## config.mk

```make
export PLATFORM = sky130hd
export DESIGN_NAME = pllcm_config
export DESIGN_NICKNAME = d
export VERILOG_FILES = /design/src/include/pllcm_pkg.sv /design/src/hw/pllcm_config.sv /design/src/hw/pllcm_serial.sv
export SDC_FILE = /design/constraint.sdc
export NUM_CORES = 1
export LEC_CHECK = 0
export BUFFER_PORTS_ARGS = -buffer_cell sky130_fd_sc_hd__buf_2
export CORE_AREA = 2 2 87 89
export DETAILED_ROUTE_END_ITERATION = 10
export DIE_AREA = 0 0 89 91
export GPL_TIMING_DRIVEN = 1
export PLACE_DENSITY_LB_ADDON = 0.08
export SLEW_MARGIN = 15
export SYNTH_ARGS = -nofsm -noshare
export SYNTH_HDL_FRONTEND = slang
export SYNTH_SLANG_ARGS = --single-unit
export TNS_END_PERCENT = 10
```

## constraint.sdc

```tcl
create_clock -name CLK -period 3.7 [get_ports CLK]
set_input_delay 0.185 -clock CLK [delete_from_list [all_inputs] [get_ports CLK]]
set_output_delay 0.185 -clock CLK [all_outputs]
set_load 0.05 [all_outputs]
```

## src/include/pllcm_pkg.sv

```systemverilog
// Purpose: Shared constants and types for the PLL clock mode configuration block
// Assumes: Five-bit command registers reached over a serial command port
// Notes:   Address map, field positions, mode codes and serial frame counts
package pllcm_pkg;

  // Register geometry
  localparam int unsigned DATA_W    = 5;
  localparam int unsigned ADDR_W    = 3;
  localparam int unsigned REG_COUNT = 5;

  // Register addresses
  localparam logic [ADDR_W-1:0] ADDR_MODE_PLL1  = 3'h0;
  localparam logic [ADDR_W-1:0] ADDR_INMULT     = 3'h1;
  localparam logic [ADDR_W-1:0] ADDR_OUT1_MULT  = 3'h2;
  localparam logic [ADDR_W-1:0] ADDR_OUT2_MULT  = 3'h3;
  localparam logic [ADDR_W-1:0] ADDR_OUT_ENABLE = 3'h4;

  // Common reset value of every command register
  localparam logic [DATA_W-1:0] REG_RESET = 5'h00;
  localparam logic [DATA_W-1:0] READ_ZERO = 5'h00;

  // Field positions
  localparam int unsigned BIT_PLL_EN   = 0;  // D0 of the mode and input-multiple registers
  localparam int unsigned FIELD_MSB    = 4;  // D4..D1 hold the mode code or N-1
  localparam int unsigned FIELD_LSB    = 1;
  localparam int unsigned BIT_SYNC_EN  = 4;
  localparam int unsigned BIT_FIRST_CLOCK_OUTPUT_EN  = 3;
  localparam int unsigned BIT_SECOND_CLOCK_OUTPUT_EN  = 2;
  localparam int unsigned BIT_LD2_DIS  = 1;
  localparam int unsigned BIT_LD1_DIS  = 0;
  localparam int unsigned BIT_M8_HI    = 4;
  localparam int unsigned BIT_M8_LO    = 3;
  localparam int unsigned BIT_M4       = 2;
  localparam int unsigned BIT_M2       = 1;

  // Mode codes in D4..D1 of the mode register
  localparam logic [3:0] MODE_HS_REVERSE = 4'hD;
  localparam logic [3:0] MODE_T1_TO_E1   = 4'h2;

  // Output multiplier values in high-speed reverse mode
  localparam logic [3:0] MULT_NONE = 4'h0;
  localparam logic [3:0] MULT_X1   = 4'h1;
  localparam logic [3:0] MULT_X2   = 4'h2;
  localparam logic [3:0] MULT_X4   = 4'h4;
  localparam logic [3:0] MULT_X8   = 4'h8;

  // Serial frame: one read/write bit, three address bits, five data bits
  localparam logic [2:0] CMD_LAST  = 3'h3;
  localparam logic [2:0] DATA_LAST = 3'h4;

  typedef enum logic [1:0] {SER_IDLE, SER_CMD, SER_DATA, SER_DONE} pllcm_ser_e;

endpackage

```

## src/hw/pllcm_config.sv

```systemverilog
// Purpose: Command registers and mode selection of a dual-PLL clock synthesizer
// Assumes: 200 MHz CLK; pins asynchronous to it; analog PLLs sit outside
// Notes:   Decoded controls are registered, one cycle after the register file
`timescale 1ns/1ps
`default_nettype none
module pllcm_config (
  input  wire logic        CLK,
  input  wire logic        RESETN,
  input  wire logic        MASTER_SELECT,
  input  wire logic        SCS_N,
  input  wire logic        SCLK,
  input  wire logic        SDI,
  output logic             SDO,
  output logic             SDO_OE,
  output logic             MASTER_MODE,
  output logic             REF_DIVIDE_ENABLE,
  output logic             HIGH_SPEED_REVERSE,
  output logic             T1_TO_E1_SETUP,
  output logic             PLL_ONE_ENABLE,
  output logic             PLL_TWO_ENABLE,
  output logic             SYNC_OUTPUT_ENABLE,
  output logic             FIRST_CLOCK_DRIVER_ENABLE,
  output logic             SECOND_CLOCK_DRIVER_ENABLE,
  output logic             PLL_TWO_LOCK_DETECT_DISABLE,
  output logic             PLL_ONE_LOCK_DETECT_DISABLE,
  output logic [3:0]       MODE_CODE,
  output logic [4:0]       INPUT_MULTIPLE,
  output logic [5:0]       OUTPUT_MULTIPLE,
  output logic [3:0]       FIRST_OUTPUT_M,
  output logic [3:0]       SECOND_OUTPUT_M
);

  typedef logic [pllcm_pkg::DATA_W-1:0] pllcm_reg_t;

  typedef struct packed {
    logic [2:0]                                    ms_sync;
    logic                                          ms_lvl;
    logic [pllcm_pkg::REG_COUNT-1:0][pllcm_pkg::DATA_W-1:0] regs;
    logic                                          sdo;
    logic                                          sdo_oe;
    logic                                          master;
    logic                                          hs_rev;
    logic                                          t1e1;
    logic                                          pll1_en;
    logic                                          pll2_en;
    logic [pllcm_pkg::DATA_W-1:0]                  out_en;
    logic [3:0]                                    mode;
    logic [4:0]                                    n_mult;
    logic [5:0]                                    k_mult;
    logic [3:0]                                    m1;
    logic [3:0]                                    m2;
  } pllcm_top_s;

  logic       rst_meta_ff;
  logic       rst_n;
  pllcm_top_s s_ff;
  pllcm_top_s nxt_s;
  logic       wr_pulse;
  logic [2:0] wr_addr;
  pllcm_reg_t wdata;
  pllcm_reg_t rdata;
  logic       ser_sdo;
  logic       ser_sdo_oe;
  pllcm_reg_t mode_reg;
  pllcm_reg_t inmult_reg;

  // Multiplier code to M; upper bits win so every code maps to one value
  function automatic logic [3:0] mult_decode(input pllcm_reg_t code);
    logic [3:0] m;
    m = pllcm_pkg::MULT_X1;
    if (code[pllcm_pkg::BIT_M8_HI] || code[pllcm_pkg::BIT_M8_LO]) begin
      m = pllcm_pkg::MULT_X8;
    end else if (code[pllcm_pkg::BIT_M4]) begin
      m = pllcm_pkg::MULT_X4;
    end else if (code[pllcm_pkg::BIT_M2]) begin
      m = pllcm_pkg::MULT_X2;
    end
    return m;
  endfunction

  // Reset release through two flops; assertion stays asynchronous
  always_ff @(posedge CLK or negedge RESETN) begin
    if (!RESETN) begin
      rst_meta_ff <= 1'b0;
      rst_n       <= 1'b0;
    end else begin
      rst_meta_ff <= 1'b1;
      rst_n       <= rst_meta_ff;
    end
  end

  pllcm_serial u_serial (
    .clk       (CLK),
    .rst_n     (rst_n),
    .scs_n_pin (SCS_N),
    .sclk_pin  (SCLK),
    .sdi_pin   (SDI),
    .rdata     (rdata),
    .wr_pulse  (wr_pulse),
    .addr      (wr_addr),
    .wdata     (wdata),
    .sdo       (ser_sdo),
    .sdo_oe    (ser_sdo_oe)
  );

  // Read mux; unmapped addresses read as zero
  always_comb begin
    rdata = pllcm_pkg::READ_ZERO;
    if (wr_addr < pllcm_pkg::REG_COUNT) begin
      rdata = s_ff.regs[wr_addr];
    end
  end

  assign mode_reg   = s_ff.regs[pllcm_pkg::ADDR_MODE_PLL1];
  assign inmult_reg = s_ff.regs[pllcm_pkg::ADDR_INMULT];

  // Register file and decode of the stored settings
  always_comb begin
    nxt_s         = s_ff;
    nxt_s.ms_sync = {s_ff.ms_sync[1:0], MASTER_SELECT};
    if (s_ff.ms_sync[1] == s_ff.ms_sync[2]) begin
      nxt_s.ms_lvl = s_ff.ms_sync[2];
    end
    if (wr_pulse && (wr_addr < pllcm_pkg::REG_COUNT)) begin
      nxt_s.regs[wr_addr] = wdata;  // Holds until the next write here
    end
    nxt_s.sdo     = ser_sdo;
    nxt_s.sdo_oe  = ser_sdo_oe;
    nxt_s.master  = s_ff.ms_lvl;  // High select is master, REFERENCE_INPUT divided down
    nxt_s.mode    = mode_reg[pllcm_pkg::FIELD_MSB:pllcm_pkg::FIELD_LSB];
    // Reverse mode needs slave operation, so a master select blocks it
    nxt_s.hs_rev  = (nxt_s.mode == pllcm_pkg::MODE_HS_REVERSE) && !s_ff.ms_lvl;
    nxt_s.t1e1    = (nxt_s.mode == pllcm_pkg::MODE_T1_TO_E1) && s_ff.ms_lvl
                    && mode_reg[pllcm_pkg::BIT_PLL_EN];
    nxt_s.pll1_en = mode_reg[pllcm_pkg::BIT_PLL_EN];
    nxt_s.pll2_en = inmult_reg[pllcm_pkg::BIT_PLL_EN];
    nxt_s.out_en  = s_ff.regs[pllcm_pkg::ADDR_OUT_ENABLE];
    nxt_s.n_mult  = {1'b0, inmult_reg[pllcm_pkg::FIELD_MSB:pllcm_pkg::FIELD_LSB]} + 5'h01;
    nxt_s.k_mult  = {1'b0, s_ff.regs[pllcm_pkg::ADDR_OUT1_MULT]} + 6'h01;
    // Both outputs carry M x 2.048MHz only in reverse mode
    nxt_s.m1      = nxt_s.hs_rev ? mult_decode(s_ff.regs[pllcm_pkg::ADDR_OUT1_MULT])
                                 : pllcm_pkg::MULT_NONE;
    nxt_s.m2      = nxt_s.hs_rev ? mult_decode(s_ff.regs[pllcm_pkg::ADDR_OUT2_MULT])
                                 : pllcm_pkg::MULT_NONE;
  end

  // State register
  always_ff @(posedge CLK or negedge rst_n) begin
    if (!rst_n) begin
      s_ff <= '{regs: {pllcm_pkg::REG_COUNT{pllcm_pkg::REG_RESET}}, default: '0};
    end else begin
      s_ff <= nxt_s;
    end
  end

  // Outputs straight from the state register
  assign SDO                         = s_ff.sdo;
  assign SDO_OE                      = s_ff.sdo_oe;
  assign MASTER_MODE                 = s_ff.master;
  assign REF_DIVIDE_ENABLE           = s_ff.master;
  assign HIGH_SPEED_REVERSE          = s_ff.hs_rev;
  assign T1_TO_E1_SETUP              = s_ff.t1e1;
  assign PLL_ONE_ENABLE              = s_ff.pll1_en;
  assign PLL_TWO_ENABLE              = s_ff.pll2_en;
  assign SYNC_OUTPUT_ENABLE          = s_ff.out_en[pllcm_pkg::BIT_SYNC_EN];
  assign FIRST_CLOCK_DRIVER_ENABLE   = s_ff.out_en[pllcm_pkg::BIT_FIRST_CLOCK_OUTPUT_EN];
  assign SECOND_CLOCK_DRIVER_ENABLE  = s_ff.out_en[pllcm_pkg::BIT_SECOND_CLOCK_OUTPUT_EN];
  assign PLL_TWO_LOCK_DETECT_DISABLE = s_ff.out_en[pllcm_pkg::BIT_LD2_DIS];
  assign PLL_ONE_LOCK_DETECT_DISABLE = s_ff.out_en[pllcm_pkg::BIT_LD1_DIS];
  assign MODE_CODE                   = s_ff.mode;
  assign INPUT_MULTIPLE              = s_ff.n_mult;
  assign OUTPUT_MULTIPLE             = s_ff.k_mult;
  assign FIRST_OUTPUT_M              = s_ff.m1;
  assign SECOND_OUTPUT_M             = s_ff.m2;
endmodule
`default_nettype wire

```

## src/hw/pllcm_serial.sv

```systemverilog
// Purpose: Serial command port slave for the command registers
// Assumes: Select low frames a transfer; data sampled on rising clock, driven on falling
// Notes:   Pins pass three flops and count once the second and third agree
`timescale 1ns/1ps
`default_nettype none
module pllcm_serial (
  input  wire logic                             clk,
  input  wire logic                             rst_n,
  input  wire logic                             scs_n_pin,
  input  wire logic                             sclk_pin,
  input  wire logic                             sdi_pin,
  input  wire logic [pllcm_pkg::DATA_W-1:0]     rdata,
  output logic                                  wr_pulse,
  output logic [pllcm_pkg::ADDR_W-1:0]          addr,
  output logic [pllcm_pkg::DATA_W-1:0]          wdata,
  output logic                                  sdo,
  output logic                                  sdo_oe
);

  typedef struct packed {
    logic [2:0]                       scs_sync;
    logic [2:0]                       sclk_sync;
    logic [2:0]                       sdi_sync;
    logic                             scs_lvl;
    logic                             sclk_lvl;
    logic                             sdi_lvl;
    pllcm_pkg::pllcm_ser_e            state;
    logic [2:0]                       cnt;
    logic                             rw;
    logic [pllcm_pkg::ADDR_W-1:0]     addr;
    logic [pllcm_pkg::DATA_W-1:0]     shreg;
    logic                             wr_pulse;
    logic                             sdo;
    logic                             sdo_oe;
  } pllcm_ser_s;

  // Select idles high, so its synchroniser starts deasserted
  localparam pllcm_ser_s SER_RESET = '{scs_sync: 3'h7, scs_lvl: 1'b1, state: pllcm_pkg::SER_IDLE, default: '0};

  pllcm_ser_s s_ff;
  pllcm_ser_s nxt_s;
  logic       rise;
  logic       fall;

  // Frame decode; the first sync flop feeds only the second
  always_comb begin
    nxt_s           = s_ff;
    nxt_s.wr_pulse  = 1'b0;
    nxt_s.scs_sync  = {s_ff.scs_sync[1:0], scs_n_pin};
    nxt_s.sclk_sync = {s_ff.sclk_sync[1:0], sclk_pin};
    nxt_s.sdi_sync  = {s_ff.sdi_sync[1:0], sdi_pin};
    if (s_ff.scs_sync[1] == s_ff.scs_sync[2]) begin
      nxt_s.scs_lvl = s_ff.scs_sync[2];
    end
    if (s_ff.sclk_sync[1] == s_ff.sclk_sync[2]) begin
      nxt_s.sclk_lvl = s_ff.sclk_sync[2];
    end
    if (s_ff.sdi_sync[1] == s_ff.sdi_sync[2]) begin
      nxt_s.sdi_lvl = s_ff.sdi_sync[2];
    end
    rise = nxt_s.sclk_lvl & ~s_ff.sclk_lvl;
    fall = ~nxt_s.sclk_lvl & s_ff.sclk_lvl;
    if (nxt_s.scs_lvl) begin
      // Deselect ends any frame and releases the data-out pin
      nxt_s.state  = pllcm_pkg::SER_IDLE;
      nxt_s.cnt    = 3'h0;
      nxt_s.sdo_oe = 1'b0;
    end else begin
      case (s_ff.state)
        pllcm_pkg::SER_IDLE: begin
          nxt_s.state = pllcm_pkg::SER_CMD;
          nxt_s.cnt   = 3'h0;
        end
        pllcm_pkg::SER_CMD: begin
          if (rise) begin
            if (s_ff.cnt == 3'h0) begin
              nxt_s.rw = nxt_s.sdi_lvl;
            end else begin
              nxt_s.addr = {s_ff.addr[1:0], nxt_s.sdi_lvl};
            end
            nxt_s.cnt = s_ff.cnt + 3'h1;
            if (s_ff.cnt == pllcm_pkg::CMD_LAST) begin
              nxt_s.state = pllcm_pkg::SER_DATA;
              nxt_s.cnt   = 3'h0;
            end
          end
        end
        pllcm_pkg::SER_DATA: begin
          if (rise) begin
            if (!s_ff.rw) begin
              nxt_s.shreg = {s_ff.shreg[3:0], nxt_s.sdi_lvl};
            end
            nxt_s.cnt = s_ff.cnt + 3'h1;
            if (s_ff.cnt == pllcm_pkg::DATA_LAST) begin
              // Write lands only when the fifth data bit is in
              nxt_s.state    = pllcm_pkg::SER_DONE;
              nxt_s.wr_pulse = ~s_ff.rw;
            end
          end else if (fall && s_ff.rw) begin
            nxt_s.sdo_oe = 1'b1;
            if (!s_ff.sdo_oe) begin
              nxt_s.sdo   = rdata[4];
              nxt_s.shreg = {rdata[3:0], 1'b0};
            end else begin
              nxt_s.sdo   = s_ff.shreg[4];
              nxt_s.shreg = {s_ff.shreg[3:0], 1'b0};
            end
          end
        end
        pllcm_pkg::SER_DONE: begin
          nxt_s.cnt = s_ff.cnt;  // Extra clocks are ignored until deselect
        end
        default: begin
          nxt_s.state = pllcm_pkg::SER_IDLE;
        end
      endcase
    end
  end

  // State register
  always_ff @(posedge clk or negedge rst_n) begin
    if (!rst_n) begin
      s_ff <= SER_RESET;
    end else begin
      s_ff <= nxt_s;
    end
  end

  assign wr_pulse = s_ff.wr_pulse;
  assign addr     = s_ff.addr;
  assign wdata    = s_ff.shreg;
  assign sdo      = s_ff.sdo;
  assign sdo_oe   = s_ff.sdo_oe;

endmodule
`default_nettype wire

```

* Yosys cells after proc, flatten, opt, wreduce, memory -nomap -nowiden
Index checks and enable logic that the tools add are counted.
** Storage, ports and cells
- Bits in registers :: 95
- Bits of input ports :: 6
- Output and inout bits :: 36
- Logic and storage cells :: 128
** Cells by class
- Add/sub/neg operators :: 3
- Order comparisons :: 3
- Equal/unequal tests :: 18
- Muxes and demuxes :: 38
- Bitwise gates (word level) :: 8
- Reductions and logical operators :: 22
** Operators by type and width (count)
- $mux 5 :: 10
- $bwmux 25 :: 1
- $mux 4 :: 4
- $reduce_and 4->1 :: 4
- $bmux 5 s3 :: 1
- $demux 5 s3 :: 1
- $mux 2 :: 6
- $mux 3 :: 4
- $ne 3x1->1 const B :: 4
- $mux 9 :: 1
- $pmux 3 s3 :: 1
- $mux 1 :: 8
- $add 5x1->6 const B :: 1
- $logic_and 1x1->1 :: 6
- $not 1->1 :: 6
- $pmux 2 s3 :: 1
- $reduce_and 3->1 :: 2
- $reduce_bool 2->1 :: 3
- $add 4x1->5 const B :: 1
- $reduce_and 5->1 :: 1
- $eq 1x1->1 :: 4
- $eq 2x2->1 const B :: 2
- $eq 4x2->1 const B :: 1
- $eq 4x4->1 const B :: 1
- 15 further kinds :: 18

* Depth between registers and ports, before layout
- Depth after elaboration :: 9
- Mapped depth :: 7
- Mapped depth without buffers :: 6

* Hierarchy
A second synthesis with hierarchy kept.
** Unflattened totals
- Cells, all modules :: 310
- Area, all modules :: 4132.7 µm²
** Modules (own cells, without submodules)
- pllcm_config :: times used 1, cells each 192, area each 2687.6 µm², sequential area each 1651.6 µm²
- pllcm_serial :: times used 1, cells each 118, area each 1445.1 µm², sequential area each 730.7 µm²

* Worst setup path before layout
Ideal clock, no wire load.
- Kind :: register to register
- Start point :: register u_serial.s_ff (netlist bit u_serial.nxt_s[28])
- End point :: register u_serial.s_ff[11] in the netlist's numbering
- Library setup time :: 125 ps
- Arrival time :: 1441 ps
- Data required time :: 3575 ps
- Slack :: 2134 ps
- Stages on the path, launching flop included :: 5
- Buffers on the path :: 1
- Period minus slack after synthesis :: 1566 ps
- Cells stage by stage :: dfstp_2 -> maj3_2 -> buf_6 -> nor4b_1 -> mux2_2
** RTL lines
- from (decl) :: RTL line pllcm_serial.sv:40 : pllcm_ser_s s_ff;
- from (signal assigned) :: RTL line pllcm_serial.sv:125 : s_ff <= nxt_s;

* Worst setup path after layout
- Start point :: register u_serial.s_ff (netlist bit u_serial.addr[0])
- End point :: register s_ff (netlist bit inmult_reg[2])
** Between the ends
- Longest elaborated chain between the ends :: 5
- Elaborated cells on any way between the ends :: 8
- Classes of those cells :: order compare: 3; mux: 3; reduce/logical: 2
** RTL lines
- $lt 3x4->1 (not written as such) / $ge 3x1->1 (equally long branches) :: RTL line pllcm_config.sv:125 : nxt_s.regs[wr_addr] = wdata;
- $logic_and 1x1->1 (not written as such) :: RTL line pllcm_config.sv:125
- $mux 5 (not written as such) :: RTL line pllcm_config.sv:125
- $demux 5 s3 :: RTL line pllcm_config.sv:125
- $bwmux 25 :: RTL line pllcm_config.sv:125
- to (signal assigned) :: RTL line pllcm_config.sv:152 : s_ff <= nxt_s;
- to (decl) :: RTL line pllcm_config.sv:56 : pllcm_top_s s_ff;
Parallel ways exist; a longest one is shown, timed or not.
A chain may end at the register's enable or synchronous reset.

==> run_results.csv <==
group,metric,value,unit
synth,synthFlopType,"dfrtp_1",
timing,relSlewSlack,0.447,
clock_tree,cts-root-buf,"clkbuf_8",
timing,fin_crit_sh,0.502,
cells_and_area,layout_commonest_cell,"dfrtp_1",
setup_path,worst_ep_required_time,3.95,ns
timing,holdWs,0.131,ns
clock_tree,htreeDepth,3,
global_routing,grt_max_degree,68,
floorplanning,rows,31,
pwr,combPwrFrac,0.063,
cells_and_area,largest-register,"u_serial.s_ff",
synth,synth_top_area_frac,0.569,
synth,synth_area,4000,um2
clock_tree,cts_tree,"yes",
setup_path,cp-start-kind,"flop",
worst_hold_path,hp-class,"in2async",
setup_path,end_kind,"flop",
pwr,p_seq_frac,0.577,
clock_tree,cts_buffer_depth,2,
synth,yosysUniqueCellTypes,48,
setup_path,critical_path.max_stage_delay,0.76,ns
synth,yosys_warnings,0,
synth,yosysSeqAreaShare,0.595,
route,antenna_left,0,
timing,final_hold_viol_count,0,
global_routing,antenna_found_initial,0,
status,outcome,"finished clean",
global_routing,met2_usage,0.291,
route,drt_iter0_markers,87,
pwr,switchingPower,0.000468,W
floorplanning,die_w,89,um
timing,final-max-slew-violation-count,0,
pwr,clkPwrFrac,0.359,
floorplanning,die_h,91,um
route,drt_drc_violations_left,0,
synth,syn_area_per_cell,13.1,um2
synth,synth_edf_count,0,
timing,setup_viol_count_final,0,
placement,gp_congestion,0.805,
floorplanning,initial_core_util,0.561,
synth,synth_cells,306,
cells_and_area,n_antenna_cell,0,
floorplanning,ioPinCount,42,
setup_path,critPathSlowestCell,"dfrtp_1",
run,maxCapViolCount,0,
pwr,pwr_density_cell,436,nW/um2
setup_path,critPathArrivalTime,2.11,ns
route,first_pass_iters,4,
global_routing,grt_pass1_vias,2303,
cells_and_area,synthToLayoutAreaGrowth,9.09,%
synth,syn_nets,323,
global_routing,grt_pass1_wl,11.5,mm
synth,ys_ff_latch,95,
synth,yosysTopAreaCell,"dfrtp_1",
global_routing,grt_usage,0.186,
floorplanning,die_area,8100,um2
route,routed_wirelength,6.77,mm
timing,max_freq,538,MHz
timing,setup-tns-final,0,ns
cells_and_area,most-common-layout-cells,"90 x dfrtp_1, 41 x buf_2, 28 x mux2_2",
synth,async_flop_share,1.00,
global_routing,grt_use_met1,0.258,
timing,clock_skew,0.0107,ns
cells_and_area,nets,350,
route,wire_per_inst,15.5,um
setup_path,cp_num_buf_inv,0,
pwr,vdd_ir_drop_max,0.298,mV
setup_path,critical_path.top_delay_family,"flip-flops",
global_routing,gr-total-overflow,0,
global_routing,busiest_layer,"met2",
cells_and_area,largest_reg_flops,12,
setup_path,crit_type,"reg2reg",
timing,rsz0062_at_grt,"false",
route,viasPerCell,5.21,
pwr,p_leak,2.08,nW
clock_tree,numCtsBuffers,9,
setup_path,crit_chain,"nand2b_1 -> nor3b_4 -> mux2_2",
setup_path,worstSetupPathDepth,3,
clock_tree,cts.clk_slew.worst_paths,0.09,ns
synth,synth.top_cells.by_area,"dfrtp_1 57%, mux2_2 7.9%, buf_4 4.7%, ha_1 3.4%, mux2i_1 2.8%",
cells_and_area,layout-drive-gt1-share,0.299,
timing,fin_crit,1.86,ns
setup_path,rr_worst_depth,3,
floorplanning,core_area,7140,um2
clock_tree,cts_sinks,95,
clock_tree,insertion_delay,0.36,ns
placement,post-dp-hpwl,4.67,mm
global_routing,met3_usage,0.0400,
pwr,p_sw_frac,0.246,
pwr,p_int,0.00143,W
timing,tightestPinTransition,0.830,ns
placement,port_buffers,41,
route,vias,2278,
setup_path,cp_max_fo,15,
-- synthesized netlist by cell type (2+ instances only) --
master	instances
a211oi_1	4
a21oi_1	4
a32o_1	2
and3_1	4
buf_4	25
buf_6	2
clkbuf_1	3
dfrtp_1	91
dfstp_2	4
ha_1	11
inv_1	15
maj3_1	3
mux2_2	28
mux2i_1	11
nand2_1	14
nand2b_1	4
nand3_1	3
nand3b_1	7
nand4b_1	4
nand4bb_1	2
nor2_1	15
nor3_1	6
nor3b_1	2
nor4_1	2
o21ai_0	10
o21ai_1	2
o31ai_2	4
xnor2_1	3
xor2_1	2
-- timing repair --
item                                   CTS  global route
resized for setup                        0             0
hold buffers                             5             0
setup buffers                            0             0
endpoints found under the hold margin    6             0
-- through the flow --
step	cells	util	worst slack (ns)	power, W	cell area (um2)
final	437	0.612	1.84	0.00190	4370
after global routing	437	0.612	1.71	0.00199	4370
after CTS	437	0.612	1.85	0.00193	4370
after detailed placement	416	0.577	1.88	0.00124	4120
after global placement	416	0.577	1.91	0.00123	4120
after floorplan	306	-	0.865	0.00121	4000
-- logic make-up (layout without fill, tap and decap cells) --
family          Yosys count  in the layout  share of synthesized area
fa+ha+maj                15             15                     0.0447
flops                    95             95                      0.595
xor+xnor                  5              5                     0.0109
buf+inv                  47             79                     0.0716
simple gates             71             71                      0.109
compound gates           33             33                     0.0619
other cells               1              1                   0.000937
mux                      39             39                      0.106
-- power by group through the flow --
stage	Combinational [W]	Clock, W	Sequential [W]
final	0.000121	0.000684	0.00110
after CTS	0.000122	0.000706	0.00110
after detailed placement	0.000117	0	0.00112
after global routing	0.000136	0.000750	0.00111
after global placement	0.000115	0	0.00112
after floorplan	0.0000902	0	0.00112
-- area by class of cell --
class,instances,area (um2)
Clock buffer,9,124
Clock inverter,7,76.3
Fill cell,593,2770
Inverter,16,60.1
Multi-Input combinational cell,164,1340
Sequential cell,95,2390
Tap cell,99,124
Timing Repair Buffer,47,263
-- worst paths after layout --
check,startpoint,endpoint,slack [ns]
min in group CLK,nxt_s[62]$_DFF_PN0_,nxt_s[63]$_DFF_PN0_,0.35
hold reg to reg,nxt_s[62]$_DFF_PN0_,nxt_s[63]$_DFF_PN0_,0.35
max in group asynchronous,rst_n$_DFF_PN0_,SECOND_OUTPUT_M[0]$_DFF_PN0_,2.41
setup reg to reg,u_serial.addr[0]$_DFFE_PN0P_,inmult_reg[2]$_DFFE_PN0P_,1.84
hold / removal,RESETN,rst_n$_DFF_PN0_,0.13
setup / recovery,u_serial.addr[0]$_DFFE_PN0P_,inmult_reg[2]$_DFFE_PN0P_,1.84
-- metal layers --
metal | wire (um) | part of all wire
met1 | 3160 | 0.47
met2 | 3300 | 0.49
met3 | 213 | 0.031
met4 | 93 | 0.014
met5 | 0 | 0
Power figures use the tool's default switching activity.
